===== src/common/bf_pkg.sv =====
package bf_pkg;
  // operating criterion
  typedef enum logic [1:0] {
    CRIT_CURRENT,
    CRIT_CUR_AND_DO,
    CRIT_CUR_OR_DO
  } crit_t;

  localparam int CLK_HZ = 10_000_000;
  localparam int CYCLE_US = 5_000; // program cycle equals one delay step, 5 ms
  localparam int CYCLE_CLKS = CYCLE_US * (CLK_HZ / 1_000_000);
  localparam int DLY_W = 19; // enough steps for 1800 s in 5 ms units
  localparam int RETRIP_MS_DEF = 100;
  localparam int CBF_MS_DEF = 200;
  localparam int STEP_MS = 5;
  localparam logic [DLY_W-1:0] RETRIP_STEPS_DEF = DLY_W'(RETRIP_MS_DEF / STEP_MS);
  localparam logic [DLY_W-1:0] CBF_STEPS_DEF = DLY_W'(CBF_MS_DEF / STEP_MS);

  // avalon register map, byte addresses
  localparam logic [4:0] ADDR_CTRL = 5'h00;
  localparam logic [4:0] ADDR_RETRIP_DLY = 5'h04;
  localparam logic [4:0] ADDR_CBF_DLY = 5'h08;
  localparam logic [4:0] ADDR_STATUS = 5'h0C;
  localparam logic [4:0] ADDR_IRQ_STAT = 5'h10;
  localparam logic [4:0] ADDR_IRQ_MASK = 5'h14;

  // control fields
  localparam int CTRL_CRIT_LSB = 0;
  localparam int CTRL_RETRIP_EN = 2;
  localparam logic [31:0] CTRL_RESET = 32'h0000_0004; // current mode, retrip on

  // event / status bits
  localparam int EV_START = 0;
  localparam int EV_RETRIP = 1;
  localparam int EV_CBF = 2;
  localparam int EV_BLOCKED = 3;
  localparam int EV_W = 4;
endpackage


===== src/design/cycle_tick.sv =====
`timescale 1ns/1ps
// program cycle strobe, one clock wide every PERIOD clocks
module cycle_tick #(
  parameter int PERIOD = bf_pkg::CYCLE_CLKS
) (
  input wire logic clk_i, // system clock
  input wire logic rst_i, // async reset
  output logic tick_o // one-cycle strobe
);
  localparam logic [31:0] LAST = 32'(PERIOD - 1);
  logic [31:0] cnt;
  logic [31:0] next_cnt;
  logic next_tick;

  // wrap counter
  always_comb begin
    next_cnt = (cnt == LAST) ? '0 : cnt + 32'h0000_0001;
    next_tick = (cnt == LAST);
  end

  always_ff @(posedge clk_i or posedge rst_i) begin
    if (rst_i) begin
      cnt <= '0;
      tick_o <= 1'b0;
    end else begin
      cnt <= next_cnt;
      tick_o <= next_tick;
    end
  end
endmodule


===== src/design/delay_stage.sv =====
`timescale 1ns/1ps
// one delay timer: counts program cycles while armed, output a level
module delay_stage #(
  parameter int W = bf_pkg::DLY_W
) (
  input wire logic clk_i, // system clock
  input wire logic rst_i, // async reset
  input wire logic tick_i, // program cycle strobe
  input wire logic run_i, // pick-up condition, timer may count
  input wire logic clr_i, // clear timer and output
  input wire logic [W-1:0] delay_i, // delay in program cycles
  output logic hit_o // delay elapsed while armed
);
  logic [W-1:0] cnt;
  logic [W-1:0] next_cnt;
  logic next_hit;

  // halt keeps the count, clear drops it at once
  always_comb begin
    next_cnt = cnt;
    next_hit = hit_o;
    if (clr_i) begin
      next_cnt = '0;
      next_hit = 1'b0;
    end else if (tick_i && run_i) begin
      if (cnt < delay_i) begin
        next_cnt = cnt + W'(1);
      end
      next_hit = (cnt + W'(1) >= delay_i);
    end
  end

  always_ff @(posedge clk_i or posedge rst_i) begin
    if (rst_i) begin
      cnt <= '0;
      hit_o <= 1'b0;
    end else begin
      cnt <= next_cnt;
      hit_o <= next_hit;
    end
  end
endmodule


===== src/design/breaker_failure_timer_logic.sv =====
`timescale 1ns/1ps
module breaker_failure_timer_logic
  import bf_pkg::*;
#(
  parameter int CYCLE = bf_pkg::CYCLE_CLKS // clocks per program cycle
) (
  input wire logic clk_i, // 10 MHz clock
  input wire logic rst_i, // async reset, high
  input wire logic phase_pickup_threshold_i, // phase current above pick-up
  input wire logic residual_pickup_threshold_i, // residual current above pick-up
  input wire logic trip_contact_i, // monitored primary trip contact
  input wire logic block_i, // block input
  input wire logic [4:0] avs_address_i, // avalon byte address
  input wire logic avs_read_i, // avalon read
  input wire logic avs_write_i, // avalon write
  input wire logic [31:0] avs_writedata_i, // avalon write data
  input wire logic [3:0] avs_byteenable_i, // avalon byte enables
  output logic [31:0] avs_readdata_o, // avalon read data
  output logic avs_waitrequest_o, // avalon wait
  output logic retrip_o, // second-coil retrip
  output logic breaker_failure_output_o, // upstream breaker trip
  output logic blocked_o, // blocked indication
  output logic irq_o // level interrupt
);
  // ------------------------------------------------------------
  // input synchronisers
  // ------------------------------------------------------------
  logic [3:0] sync1;
  logic [3:0] sync2;

  // pins come from relay logic outside this clock
  always_ff @(posedge clk_i or posedge rst_i) begin
    if (rst_i) begin
      sync1 <= '0;
      sync2 <= '0;
    end else begin
      sync1 <= {block_i, trip_contact_i, residual_pickup_threshold_i, phase_pickup_threshold_i};
      sync2 <= sync1;
    end
  end

  logic cur_s;
  logic trip_s;
  logic blk_s;
  assign cur_s = sync2[0] | sync2[1];
  assign trip_s = sync2[2];
  assign blk_s = sync2[3];

  // ------------------------------------------------------------
  // registers
  // ------------------------------------------------------------
  logic [31:0] ctrl;
  logic [DLY_W-1:0] retrip_dly;
  logic [DLY_W-1:0] cbf_dly;
  logic [EV_W-1:0] irq_stat;
  logic [EV_W-1:0] irq_mask;
  logic [31:0] next_ctrl;
  logic [DLY_W-1:0] next_retrip_dly;
  logic [DLY_W-1:0] next_cbf_dly;
  logic [EV_W-1:0] next_irq_mask;
  logic [EV_W-1:0] next_irq_stat;
  logic [31:0] next_rdata;
  logic next_wait;
  logic [EV_W-1:0] events;
  logic [EV_W-1:0] live;

  crit_t crit;
  logic retrip_en;
  assign crit = crit_t'(ctrl[CTRL_CRIT_LSB +: 2]);
  assign retrip_en = ctrl[CTRL_RETRIP_EN];

  // ------------------------------------------------------------
  // program cycle and pick-up
  // ------------------------------------------------------------
  logic tick;
  cycle_tick #(.PERIOD(CYCLE)) u_tick (
    .clk_i(clk_i),
    .rst_i(rst_i),
    .tick_o(tick)
  );

  logic pickup;
  logic started;
  logic blocked;
  logic next_started;
  logic next_blocked;

  // pick-up term per criterion; unknown code treated as current only
  always_comb begin
    unique case (crit)
      CRIT_CUR_AND_DO: pickup = cur_s & trip_s;
      CRIT_CUR_OR_DO: pickup = cur_s | trip_s;
      default: pickup = cur_s;
    endcase
  end

  // block is judged on the program cycle; a block during pick-up drops start and clears both timers until pick-up falls
  always_comb begin
    next_started = started;
    next_blocked = blocked;
    if (!pickup) begin
      next_started = 1'b0;
      next_blocked = 1'b0;
    end else if (tick) begin
      if (blk_s) begin
        next_started = 1'b0;
        next_blocked = 1'b1;
      end else if (!blocked) begin
        next_started = 1'b1;
      end
    end
  end

  always_ff @(posedge clk_i or posedge rst_i) begin
    if (rst_i) begin
      started <= 1'b0;
      blocked <= 1'b0;
    end else begin
      started <= next_started;
      blocked <= next_blocked;
    end
  end

  // both timers share the same pick-up; loss of pick-up clears at once
  logic run;
  logic clr;
  logic retrip_hit;
  logic cbf_hit;
  assign run = pickup & started;
  assign clr = ~pickup | ~started;

  delay_stage #(.W(DLY_W)) u_retrip (
    .clk_i(clk_i),
    .rst_i(rst_i),
    .tick_i(tick),
    .run_i(run & retrip_en),
    .clr_i(clr | ~retrip_en),
    .delay_i(retrip_dly),
    .hit_o(retrip_hit)
  );

  delay_stage #(.W(DLY_W)) u_cbf (
    .clk_i(clk_i),
    .rst_i(rst_i),
    .tick_i(tick),
    .run_i(run),
    .clr_i(clr),
    .delay_i(cbf_dly),
    .hit_o(cbf_hit)
  );

  // ------------------------------------------------------------
  // outputs and interrupt
  // ------------------------------------------------------------
  logic next_retrip;
  logic next_cbf;
  logic next_irq;
  logic [EV_W-1:0] live_q;

  // outputs are levels that drop with pick-up
  always_comb begin
    next_retrip = retrip_hit & run & retrip_en;
    next_cbf = cbf_hit & run;
    live = {blocked, next_cbf, next_retrip, started};
    events = live & ~live_q; // rising edges only
    next_irq = |((irq_stat | events) & irq_mask);
  end

  always_ff @(posedge clk_i or posedge rst_i) begin
    if (rst_i) begin
      retrip_o <= 1'b0;
      breaker_failure_output_o <= 1'b0;
      blocked_o <= 1'b0;
      live_q <= '0;
      irq_o <= 1'b0;
    end else begin
      retrip_o <= next_retrip;
      breaker_failure_output_o <= next_cbf;
      blocked_o <= blocked;
      live_q <= live;
      irq_o <= next_irq;
    end
  end

  // ------------------------------------------------------------
  // avalon slave: one wait cycle, answer on the second edge
  // ------------------------------------------------------------
  logic req;
  logic wr_go;
  logic [31:0] be_mask;
  assign req = avs_read_i | avs_write_i;
  assign wr_go = avs_write_i & ~avs_waitrequest_o;
  assign be_mask = {{8{avs_byteenable_i[3]}}, {8{avs_byteenable_i[2]}},
                    {8{avs_byteenable_i[1]}}, {8{avs_byteenable_i[0]}}};

  always_comb begin
    next_ctrl = ctrl;
    next_retrip_dly = retrip_dly;
    next_cbf_dly = cbf_dly;
    next_irq_mask = irq_mask;
    next_irq_stat = irq_stat;
    next_wait = ~(req & avs_waitrequest_o);
    next_rdata = avs_readdata_o; // read data hold until the next read is taken
    if (wr_go) begin
      unique case (avs_address_i)
        ADDR_CTRL: next_ctrl = ((ctrl & ~be_mask) | (avs_writedata_i & be_mask)) &
                               32'h0000_0007;
        ADDR_RETRIP_DLY: next_retrip_dly = DLY_W'((32'(retrip_dly) & ~be_mask) |
                                                  (avs_writedata_i & be_mask));
        ADDR_CBF_DLY: next_cbf_dly = DLY_W'((32'(cbf_dly) & ~be_mask) |
                                            (avs_writedata_i & be_mask));
        ADDR_IRQ_STAT: next_irq_stat = irq_stat & ~EV_W'(avs_writedata_i & be_mask);
        ADDR_IRQ_MASK: next_irq_mask = EV_W'((32'(irq_mask) & ~be_mask) |
                                             (avs_writedata_i & be_mask));
        default: ;
      endcase
    end
    next_irq_stat = next_irq_stat | events; // set beats clear
    if (avs_read_i & avs_waitrequest_o) begin
      unique case (avs_address_i)
        ADDR_CTRL: next_rdata = ctrl;
        ADDR_RETRIP_DLY: next_rdata = 32'(retrip_dly);
        ADDR_CBF_DLY: next_rdata = 32'(cbf_dly);
        ADDR_STATUS: next_rdata = 32'(live_q);
        ADDR_IRQ_STAT: next_rdata = 32'(irq_stat);
        ADDR_IRQ_MASK: next_rdata = 32'(irq_mask);
        default: next_rdata = '0; // unmapped reads zero
      endcase
    end
  end

  always_ff @(posedge clk_i or posedge rst_i) begin
    if (rst_i) begin
      ctrl <= CTRL_RESET;
      retrip_dly <= RETRIP_STEPS_DEF;
      cbf_dly <= CBF_STEPS_DEF;
      irq_stat <= '0;
      irq_mask <= '0;
      avs_waitrequest_o <= 1'b1;
      avs_readdata_o <= '0;
    end else begin
      ctrl <= next_ctrl;
      retrip_dly <= next_retrip_dly;
      cbf_dly <= next_cbf_dly;
      irq_stat <= next_irq_stat;
      irq_mask <= next_irq_mask;
      avs_waitrequest_o <= next_wait;
      avs_readdata_o <= next_rdata;
    end
  end
endmodule


===== config.mk =====
export PLATFORM = sky130hd
export DESIGN_NAME = breaker_failure_timer_logic
export DESIGN_NICKNAME = d
export VERILOG_FILES = /design/src/common/bf_pkg.sv /design/src/design/cycle_tick.sv /design/src/design/delay_stage.sv /design/src/design/breaker_failure_timer_logic.sv
export SDC_FILE = /design/constraint.sdc
export NUM_CORES = 1
export LEC_CHECK = 0
export BUFFER_PORTS_ARGS = -buffer_cell sky130_fd_sc_hd__buf_2
export CORE_ASPECT_RATIO = 0.7
export CORE_UTILIZATION = 55
export DETAILED_ROUTE_END_ITERATION = 8
export GPL_ROUTABILITY_DRIVEN = 0
export GPL_TIMING_DRIVEN = 0
export PLACE_DENSITY = 0.79
export RECOVER_POWER = 50
export SLEW_MARGIN = 30
export SYNTH_ARGS = -nofsm -noshare
export SYNTH_HDL_FRONTEND = slang
export SYNTH_SLANG_ARGS = --single-unit

===== constraint.sdc =====
create_clock -name clk_i -period 8.4 [get_ports clk_i]
set_input_delay 1.26 -clock clk_i [delete_from_list [all_inputs] [get_ports clk_i]]
set_output_delay 1.26 -clock clk_i [all_outputs]
set_load 0.02 [all_outputs]

== Word-level counts from Yosys, hierarchy flattened ==
Index checks and enable logic that the tools add are counted.
Operators by class
  add/sub/neg operators: 3
  bitwise logic cells: 36
  $lt $le $gt $ge: 4
  reductions and logical operators: 16
  eq/ne operators: 11
  muxes and demuxes: 22
Operators by type and width (number)
  $mux W19: 6
  $pmux W19 S6: 1
  $and A19 B19 Y19: 3
  $add A19 B1 Y19 const B: 2
  $ge A19 B19 Y1: 2
  $lt A19 B19 Y1: 2
  $or A19 B19 Y19: 2
  $add A32 B1 Y32 const B: 1
  $eq A32 B16 Y1 const B: 1
  $mux W32: 1
  $not A19 Y19: 1
  $and A4 B4 Y4: 4
  $reduce_and A2 Y1: 8
  $or A4 B4 Y4: 3
  $mux W1: 11
  $eq A5 B4 Y1 const B: 2
  $eq A5 B5 Y1 const B: 2
  $and A1 B1 Y1: 9
  $mux W4: 2
  $not A4 Y4: 2
  $reduce_bool A2 Y1: 4
  $eq A5 B3 Y1 const B: 1
  $logic_not A5 Y1: 1
  $not A1 Y1: 5
  other kinds (11): 16
Storage, ports and cells
  register bits: 173
  output and inout bits: 37
  input port bits: 49
  word-level logic and storage cells: 114

== Longest topological paths before layout ==
Gate-level depths: netlist (run 1).
  depth after elaboration: 10
  mapped depth: 11
  depth with buffers taken out: 11

== Hierarchy ==
A second synthesis (run 1) with hierarchy kept.
Second synthesis, totals
  cell total of the unflattened synthesis: 930
  area total of the unflattened synthesis: 9491.6 um^2
By module, submodules not included
  delay_stage: cells each 244, seq. area each 500.5 um^2, area an instance 2110.8 um^2, times used 2
  breaker_failure_timer_logic: cells each 300, seq. area each 2109.5 um^2, area an instance 3717.3 um^2, times used 1
  cycle_tick: cells each 142, seq. area each 825.8 um^2, area an instance 1552.7 um^2, times used 1

== Worst setup path before layout (run 1) ==
OpenSTA, ideal clock, no wires.
  kind: input to register
  start point: input avs_address_i[4]
  end point: register with a tool-made name
  buffers on the path: 1
  required time: 8.275 ns
  path slack: 5.864 ns
  stages: 5
  data arrival time: 2.411 ns
  library setup time: 0.125 ns
  path through: nor3_2 and3b_1 and2_1 clkbuf_1 mux2_2
RTL lines
  start: declaration: RTL line breaker_failure_timer_logic.sv:13  | input wire logic [4:0] avs_address_i,

==> out/metrics.cfg, run 1 <==
[timing]
final.min_clock_period_ns=3.96
report.final.slew_viol_count=92
fin_skew_ns=0.0118
max_freq_mhz=252
worstMarginPinSlew_ns=4.20
finalSetupViolations=0
hold_slack_ns=0.344
rsz0062_at_grt=false
slew_headroom_pct=-181
finalHoldViolCount=0
fin_crit_sh_pct=47.2
fin_setup_tns_ns=0

[logic_synthesis]
synth.most_common_cell=dfrtp_1
synthXorXnorAreaFrac_pct=5.83
yosysSeqAreaShare_pct=41.0
synth_top_family_by_area=simple AND/OR/NAND/NOR gates
yosys.area_share.simple_pct=20.0
synth_compound_area_share_pct=13.2
synth_ff_type=dfrtp_1
synth-async-reset-ratio_pct=100
synth_cells=995
synth_edf_count=0
synthTopCellsByArea=dfrtp_1 39%, ha_1 11%, nand2_1 4.7%
yosysWarnings=0
synth_top_area_cell=dfrtp_1
yosys_register_bits=157
netlist_area_mm2=0.00961
ys_types=66
synth_common_cells=151 x dfrtp_1, 121 x nand2_1, 81 x ha_1, 61 x o21ai_0, 53 x inv_1
synthAdderAreaFrac_pct=10.5
syn_avg_cell_area_um2=9.65
synth.area.mux_share_pct=4.79
synth_top_cell_area_share_pct=39.3

[global_route]
grt_pass1_vias=7904
antenna_found_initial=2
grt_overflow=0
grtUsageTotal_pct=29.8
grt_pass1_wl_um=41800
grt_start_max_net_pins=93

[clock_network]
cts.clk_slew.worst_paths_ns=0.06
cts_max_path_buffers=2
clock_latency_ns=0.43
cts_made_buffers=17
cts_setup_buffers=0
cts-resized-gates=0
cts_tree=done
cts-root-buf=clkbuf_16
cts_htree_levels=4
clock-sinks=157
cts_hold_buf=0

[cells_and_area]
drive_gt1_share_pct=13.9
fillers=1395
layout.nets=1215
fin_util_pct=63.6
multiInputGateArea_mm2=0.00527
seqCellArea_mm2=0.00394
final_cells=1331
area_delta_synth_final_pct=13.3

[floorplanning]
die_h_um=113
dieArea_mm2=0.0180
die_w_um=160
io_pins=86
core-area_mm2=0.0171
fp-row-count=40
start_util_pct=56.1

[setup_path]
worst_path_largest_cell_delay_ns=2.35
critPathSlowestCell=clkinvlp_2
end_kind=asynchronous set/reset pin
start_kind=input pin
cp_top_family=buffers and inverters
cp_max_fo=92
path_buf_inv=2
critPathArrivalTime_ns=3.76
cp_cell_sequence=buf_2 -> clkinvlp_2
criticalPathCategory=input pin to asynchronous set/reset pin
worstPathRequired_ns=8.20

[run]
cap_violations=1

[drt]
wl_per_cell_um=19.4
drt_pre_antenna_iters=6
drtAntennaViolNets=0
totalWireLength_um=25800
drtIter0Drc=978
num_vias=8280
drc=0
vias_per_cell=6.22

[worst_hold_path]
min_path_type=flip-flop to flip-flop

[placement]
numPortBuffers=58
post-dp-hpwl_um=19400
dp_cells=1297

[pwr]
pwr_density_cell_mw_per_mm2=165
ir_drop_v=0.000111
power_leakage_nw=5.06

[run_status]
status=finished with violations
violations=max-capacitance violations, max-slew violations

metrics by stage:
| stage | power [mW] | area (um2) | setup WS [ns] |
|---|---|---|---|
| 2_1_floorplan | 0.922 | 9650 | 2.92 |
| 3_3_place_gp | 0.971 | 10200 | 1.16 |
| 3_5_place_dp | 0.981 | 10300 | 5.33 |
| 4_1_cts | 1.80 | 10900 | 5.27 |
| 5_1_grt | 1.86 | 10900 | 3.66 |
| 6_report | 1.80 | 10900 | 4.44 |
path summary, 6_finish.rpt:
kind                               from             end  slack [ns]  depth (start not counted)
max                               rst_i  u_tick.cnt[10]        4.44                          2
max reg2reg                u_cbf.cnt[2]     u_cbf.hit_o        5.14                          9
min in group asynchronous         rst_i        sync1[0]        2.11                          2
min                            sync1[3]        sync2[3]        0.34                          0
min reg2reg                    sync1[3]        sync2[3]        0.34                          0
max in group clk_i         u_cbf.cnt[2]     u_cbf.hit_o        5.14                          9
power breakdown:
group          internal [mW]  switching (mW)
registers              0.789          0.0218
clock network          0.505           0.318
logic                 0.0550           0.106
total                   1.35           0.445
area by class of cell:
type | count | area share [%]
multi-input cells | 750 | 48.4
inverters | 53 | 1.84
diodes | 2 | 0.0460
well taps | 231 | 2.65
repair buffers | 59 | 2.92
flip-flops and latches | 157 | 36.2
clock buffers | 21 | 4.14
plain buffers | 47 | 2.28
clock inverters | 11 | 1.54
cells by family (layout without fill, tap and decap cells):
logic type | after synthesis | after routing
flip-flops | 157 | 157
XOR/XNOR | 64 | 64
buffers and inverters | 100 | 191
adder cells (fa/ha/maj) | 81 | 81
other | 1 | 15
AND/OR/NAND/NOR | 355 | 355
multiplexers | 44 | 44
AO/OA/AOI/OAI | 193 | 193
layout by cell type, fill, tap and decap left out, types with 6 or more instances in the layout:
cell       count
mux2_2        16
clkbuf_1      20
mux2i_1       28
a21o_1        13
nor2_1        23
and3_1        15
nor3_1        16
and2_1         9
a21oi_1       29
nand2_1      121
a22oi_1       23
conb_1        13
o41ai_1        7
clkbuf_16     17
ha_1          81
inv_1         52
dfstp_2        6
nand4_1       34
o21ai_0       61
xor2_1        20
xnor2_1       44
buf_4         14
nand2b_1      35
dfrtp_1      151
o311ai_0       7
nor2b_1        9
a31oi_1        6
and4_1        10
nor4_1        36
nand3_1       27
buf_2         71
layer usage:
metal,track usage [%],up-vias,wire length (um)
li1,-,3792,-
met2,40.6,471,10300
met5,0,-,0
met1,46.5,3969,12200
met4,8.51,0,437
met3,6.84,48,2780
No activity file was read; power rests on OpenSTA's default activity.
==> inputs of run 2 (changes only) <==
--- a/config.mk
+++ b/config.mk
@@ -5,13 +5,14 @@
 export SDC_FILE = /design/constraint.sdc
 export NUM_CORES = 1
 export LEC_CHECK = 0
+export ABC_AREA = 1
 export BUFFER_PORTS_ARGS = -buffer_cell sky130_fd_sc_hd__buf_2
 export CORE_ASPECT_RATIO = 0.7
 export CORE_UTILIZATION = 55
 export DETAILED_ROUTE_END_ITERATION = 8
 export GPL_ROUTABILITY_DRIVEN = 0
 export GPL_TIMING_DRIVEN = 0
-export PLACE_DENSITY = 0.79
+export PLACE_DENSITY = 0.78
 export RECOVER_POWER = 50
 export SLEW_MARGIN = 30
 export SYNTH_ARGS = -nofsm -noshare
==> constraint.sdc (replaced) <==
create_clock -name clk_i -period 3.9 [get_ports clk_i]
set_input_delay 0.585 -clock clk_i [delete_from_list [all_inputs] [get_ports clk_i]]
set_output_delay 0.585 -clock clk_i [all_outputs]
set_load 0.02 [all_outputs]
==> run 2 against run 1 <==
  * The run still ends with max-capacitance violations, max-slew violations left
  * Combinational power rose to 2.9 times the previous value
  * Non-clock buffer count decreased by 7
  * Utilization grew 0.55 points
  * Clock power grew 100%
  * Sequential cell count unchanged
  * Critical endpoint is now u_retrip.hit_o
  * Highest routed layer unchanged
==> out/metrics.cfg, run 2 <==
[setup_path]
critPathArrivalTime_ns=3.42
cp_cell_sequence=ha_1 -> nand2_1 -> nor2_4 -> nand3_1 -> nor2_1 -> xor2_1 -> ha_1 -> a21oi_1 -> nand2_1 -> a21oi_1 -> nand4_1 -> nor2_1 -> nor2_1
ff2ff_setup_slack_ns=0.81
criticalPathCategory=flip-flop to flip-flop
critPathLaunch=u_retrip.cnt[0]
worst_path_largest_cell_delay_ns=0.52
reg2regPathDepth=13
critPathSlowestCell=dfrtp_1
cp-endpoint=u_retrip.hit_o
cpMostUsedCell=nor2_1
cp_max_fo=8
r2r_start=u_retrip.cnt[0]
worstPathRequired_ns=4.22
start_kind=flip-flop
end_kind=flip-flop
r2r_end=u_retrip.hit_o

[logic_synthesis]
synth_cells=1300
synth_common_cells=395 x nand2_1, 162 x inv_1, 151 x dfrtp_1, 123 x nor2_1, 82 x nand3_1
yosysSeqAreaShare_pct=39.9
syn_avg_cell_area_um2=7.58
synth_edf_count=0
yosysWarnings=0
synth_ff_type=dfrtp_1
synth-async-reset-ratio_pct=100
netlist_area_mm2=0.00986
synthTopCellsByArea=dfrtp_1 38%, nand2_1 15%, ha_1 10%
synth_top_cell_area_share_pct=38.3
ys_types=44
synth.most_common_cell=nand2_1
synth_top_area_cell=dfrtp_1
yosys_register_bits=157

[drt]
drc=0
vias_per_cell=5.46
num_vias=8959
drtIter0Drc=1015
wl_per_cell_um=15.8
totalWireLength_um=25900
drtAntennaViolNets=0
drt_pre_antenna_iters=8

[worst_hold_path]
min_path_type=input pin to flip-flop

[floorplanning]
die_h_um=114
fp-row-count=40
die_w_um=162
io_pins=86
core-area_mm2=0.0174
start_util_pct=56.8
dieArea_mm2=0.0185

[timing]
worstMarginPinSlew_ns=1.54
fin_ws_ns=0.808
fin_skew_ns=0.0186
rsz0062_at_grt=false
finalHoldViolCount=0
finalSetupViolations=0
slew_headroom_pct=-2.56
report.final.slew_viol_count=29
fin_crit_sh_pct=79.3
max_freq_mhz=323
fin_setup_tns_ns=0
final.min_clock_period_ns=3.09

[cells_and_area]
final_cells=1640
fillers=1477
most-common-layout-cells=397 x nand2_1, 162 x inv_1, 151 x dfrtp_1, 125 x nor2_1, 82 x nand3_1
layout.nets=1526
fin_area_mm2=0.0111
drive_gt1_share_pct=10.1
final_common_cell=nand2_1
diodes=0
area_delta_synth_final_pct=13.0

[clock_network]
clock-sinks=157
cts_made_buffers=17
cts.clk_slew.worst_paths_ns=0.07
cts-root-buf=clkbuf_16
cts_htree_levels=4
cts_max_path_buffers=2
clock_latency_ns=0.44
cts_tree=done

[pwr]
ir_drop_v=0.000324
pwr_density_cell_mw_per_mm2=349
power_leakage_nw=6.03

[global_route]
grtUsageTotal_pct=29.6
grt_start_max_net_pins=30
grt_pass1_wl_um=42500
grt_overflow=0
grt_pass1_vias=8193
antenna_found_initial=0

[run_status]
status=finished with violations
violations=max-capacitance violations, max-slew violations

[placement]
numPortBuffers=58
post-dp-hpwl_um=19800
dp_slack_ns=0.944
dp_cells=1607
post_dp_cell_area_mm2=0.0106

[run]
cap_violations=1

-- run 2: how the worst min path moves through the flow --
stage | start | end | slack (ns) | depth (start not counted)
6_report | trip_contact_i | sync1[2] | 0.25 | 1
5_1_grt | residual_pickup_threshold_i | sync1[1] | 0.24 | 1
4_1_cts | phase_pickup_threshold_i | sync1[0] | 0.24 | 1
3_5_place_dp | sync1[1] | sync2[1] | 0.33 | 0
3_3_place_gp | sync1[3] | sync2[3] | 0.33 | 0
2_1_floorplan | sync1[0] | sync2[0] | 0.33 | 0
-- run 2: final cells by class --
class	count	area (um2)	share of cell area (%)
multi-input cells	956	5110	45.9
flip-flops and latches	157	3940	35.3
well taps	231	289	2.59
clock buffers	18	439	3.94
plain buffers	34	219	1.97
repair buffers	65	373	3.35
clock inverters	14	150	1.35
inverters	165	621	5.57
-- run 2: routing by layer --
metal	wire, um	track usage [%]	vias up
met3	2680	6.95	31
met4	319	7.67	0
met1	12300	44.9	4160
li1	-	-	4327
met2	10500	42.1	441
met5	0	0	-
-- run 2: cells by family after synthesis --
family	share of synthesized area [%]
simple gates	28.9
buf+inv	8.50
flops	39.9
compound gates	7.07
fa+ha+maj	10.3
xor+xnor	5.15
other cells	0.0380
mux	0.114
-- run 2: critical path: cells and delay by family (launching register included) --
kind | cells | cell delay (ns)
AND/OR/NAND/NOR | 8 | 1.24
flip-flops | 1 | 0.52
adder cells (fa/ha/maj) | 2 | 0.55
XOR/XNOR | 1 | 0.24
AO/OA/AOI/OAI | 2 | 0.43
-- run 2: repair_timing --
| action | CTS | global route |
|---|---|---|
| buffers inserted | 0 | 0 |
| endpoints found under the setup margin | 0 | 0 |
| gates resized for setup | 0 | 0 |
| endpoints found under the hold margin | 1 | 0 |
| hold buffers | 1 | 0 |
-- run 2: power breakdown --
group          switching (mW)  internal, mW
sequential             0.0392          1.70
combinational           0.311         0.149
clock                   0.763         0.919
-- run 2: through the flow --
step / total power, mW / util [%] / hold WS [ns]
2_1_floorplan: 2.07 / - / 0.331
3_3_place_gp: 2.20 / 60.4 / 0.332
3_5_place_dp: 2.23 / 61.1 / 0.335
4_1_cts: 3.90 / 64.6 / 0.235
5_1_grt: 4.03 / 64.2 / 0.237
6_report: 3.88 / 64.2 / 0.246
==> inputs of run 3 (changes only) <==
--- a/config.mk
+++ b/config.mk
@@ -5,14 +5,14 @@
 export SDC_FILE = /design/constraint.sdc
 export NUM_CORES = 1
 export LEC_CHECK = 0
-export ABC_AREA = 1
+export ABC_AREA = 0
 export BUFFER_PORTS_ARGS = -buffer_cell sky130_fd_sc_hd__buf_2
 export CORE_ASPECT_RATIO = 0.7
 export CORE_UTILIZATION = 55
 export DETAILED_ROUTE_END_ITERATION = 8
 export GPL_ROUTABILITY_DRIVEN = 0
 export GPL_TIMING_DRIVEN = 0
-export PLACE_DENSITY = 0.78
+export PLACE_DENSITY = 0.79
 export RECOVER_POWER = 50
 export SLEW_MARGIN = 30
 export SYNTH_ARGS = -nofsm -noshare
==> constraint.sdc (replaced) <==
create_clock -name clk_i -period 3.1 [get_ports clk_i]
set_input_delay 0.465 -clock clk_i [delete_from_list [all_inputs] [get_ports clk_i]]
set_output_delay 0.465 -clock clk_i [all_outputs]
set_load 0.02 [all_outputs]
==> run 3 against run 2 <==
  * The run still ends with max-capacitance violations, max-slew violations left
  * Clock power rose by 37%
  * Sequential share of layout area rose by 0.47 points
  * Final cell count shrank 18%
  * Count of clock-buffer cells in the layout is 2 higher
  * Largest cell class unchanged
==> out/metrics.cfg, run 3 (synthesized netlist as in run 1, its figures left out) <==
[run]
cap_violations=2

[worst_hold_path]
holdPathStages=1
min_path_type=input pin to flip-flop

[clock_network]
clock-sinks=157
cts_htree_levels=4
cts_made_buffers=17
cts.clk_slew.worst_paths_ns=0.07
clock_latency_ns=0.43
cts_max_path_buffers=2
cts-root-buf=clkbuf_16
cts_tree=done

[timing]
fin_skew_ns=0.0115
max_freq_mhz=334
final.min_clock_period_ns=3.00
slew_headroom_pct=-6.99
worstMarginPinSlew_ns=1.60
finalHoldViolCount=0
finalSetupViolations=0
report.final.slew_viol_count=54
fin_setup_tns_ns=0
fin_crit_sh_pct=96.7

[setup_path]
critPathArrivalTime_ns=3.30
reg2regPathDepth=10
end_kind=flip-flop
start_kind=flip-flop
cp_max_fo=7
worstPathRequired_ns=3.40
criticalPathCategory=flip-flop to flip-flop

[pwr]
ir_drop_v=0.000374
pwr_density_cell_mw_per_mm2=449
power_leakage_nw=5.12

[global_route]
grt_pass1_wl_um=41300
grt_pass1_vias=7684
grtUsageTotal_pct=29.6
grt_overflow=0
antenna_found_initial=0
grt_start_max_net_pins=30

[drt]
drt_pre_antenna_iters=8
drtIter0Drc=1268
vias_per_cell=6.28
drc=0
totalWireLength_um=26200
drtAntennaViolNets=0
wl_per_cell_um=19.6
num_vias=8401

[cells_and_area]
final_common_cell=dfrtp_1
layout.nets=1223
drive_gt1_share_pct=14.5
fin_area_mm2=0.0110
most-common-layout-cells=151 x dfrtp_1, 121 x nand2_1, 81 x ha_1, 69 x buf_2, 61 x o21ai_0
diodes=0
area_delta_synth_final_pct=14.4
fin_util_pct=64.2

[floorplanning]
fp-row-count=40
core-area_mm2=0.0171
dieArea_mm2=0.0180
die_w_um=160
io_pins=86
die_h_um=113
start_util_pct=56.1

[placement]
post_dp_cell_area_mm2=0.0104
numPortBuffers=58
post-dp-hpwl_um=19300

[run_status]
violations=max-capacitance violations, max-slew violations
status=finished with violations

-- run 3: cell types whose count changed in the layout (fill, tap and decap cells not counted), moves of 22 or more --
cell,delta
nand3_1,-55
nand2_1,-276
nor2_1,-102
inv_1,-110
nand2b_1,+35
nor4_1,+32
mux2i_1,+28
xor2_1,-23
a22oi_1,+23
xnor2_1,+29
o22ai_1,-22
-- run 3: worst paths after layout --
path | to | startpoint | slack [ns]
worst max register to register | u_cbf.hit_o | u_cbf.cnt[7] | 0.10
worst max-delay path | u_cbf.hit_o | u_cbf.cnt[7] | 0.10
worst min register to register | sync2[0] | sync1[0] | 0.35
min in group asynchronous | asynchronous set/reset pin | rst_i | 0.47
worst min-delay path | sync1[2] | trip_contact_i | 0.14
max in group asynchronous | u_tick.cnt[5] | rst_i | 0.53
-- run 3: metal layers --
| layer | track usage (%) | part of all wire (%) | up-vias |
|---|---|---|---|
| li1 | - | - | 3801 |
| met1 | 46.0 | 46 | 4003 |
| met2 | 40.3 | 40 | 518 |
| met3 | 7.50 | 12 | 79 |
| met4 | 7.75 | 2.4 | 0 |
| met5 | 0 | 0 | - |
-- run 3: repair_timing --
action,CTS,global route
hold buffers,1,0
endpoints found under the hold margin,4,0
endpoints found under the setup margin,0,1
resized for setup,0,5
setup buffers,0,2
-- run 3: through the flow --
step,std cells,hold slack (ns),power (mW),worst slack (ns)
CTS,1335,0.127,4.95,0.00109
floorplan,1007,0.331,2.50,0.575
global placement,1296,0.335,2.63,-0.344
detailed placement,1302,0.342,2.67,0.0363
global route,1337,0.126,5.10,-0.0843
finish,1337,0.138,4.94,0.102
-- run 3: where the power goes --
part           switching, mW  internal [mW]  total [mW]
registers             0.0572           2.14        2.19
logic                  0.293          0.153       0.446
clock network          0.899           1.40        2.30
total                   1.25           3.69        4.94
-- run 3: cell type report --
type                       count  area (um2)
clock inverter                12         185
sequential                   157        3940
fill                        1363        6120
tap                          231         289
buffer                        47         248
timing repair buffer          67         375
clock buffer                  20         457
multi-input combinational    750        5300
inverter                      53         200
-- run 3: worst max-delay path: stages (launching register included) --
cell and delay (ns):
dfrtp_1 0.36, clkbuf_1 0.29, nand4_1 0.24, nor4_4 0.44, nand3_1 0.20, xnor2_1 0.16, ha_1 0.31, a21oi_1 0.14
a21boi_0 0.18, o311ai_1 0.40, a31oi_1 0.13
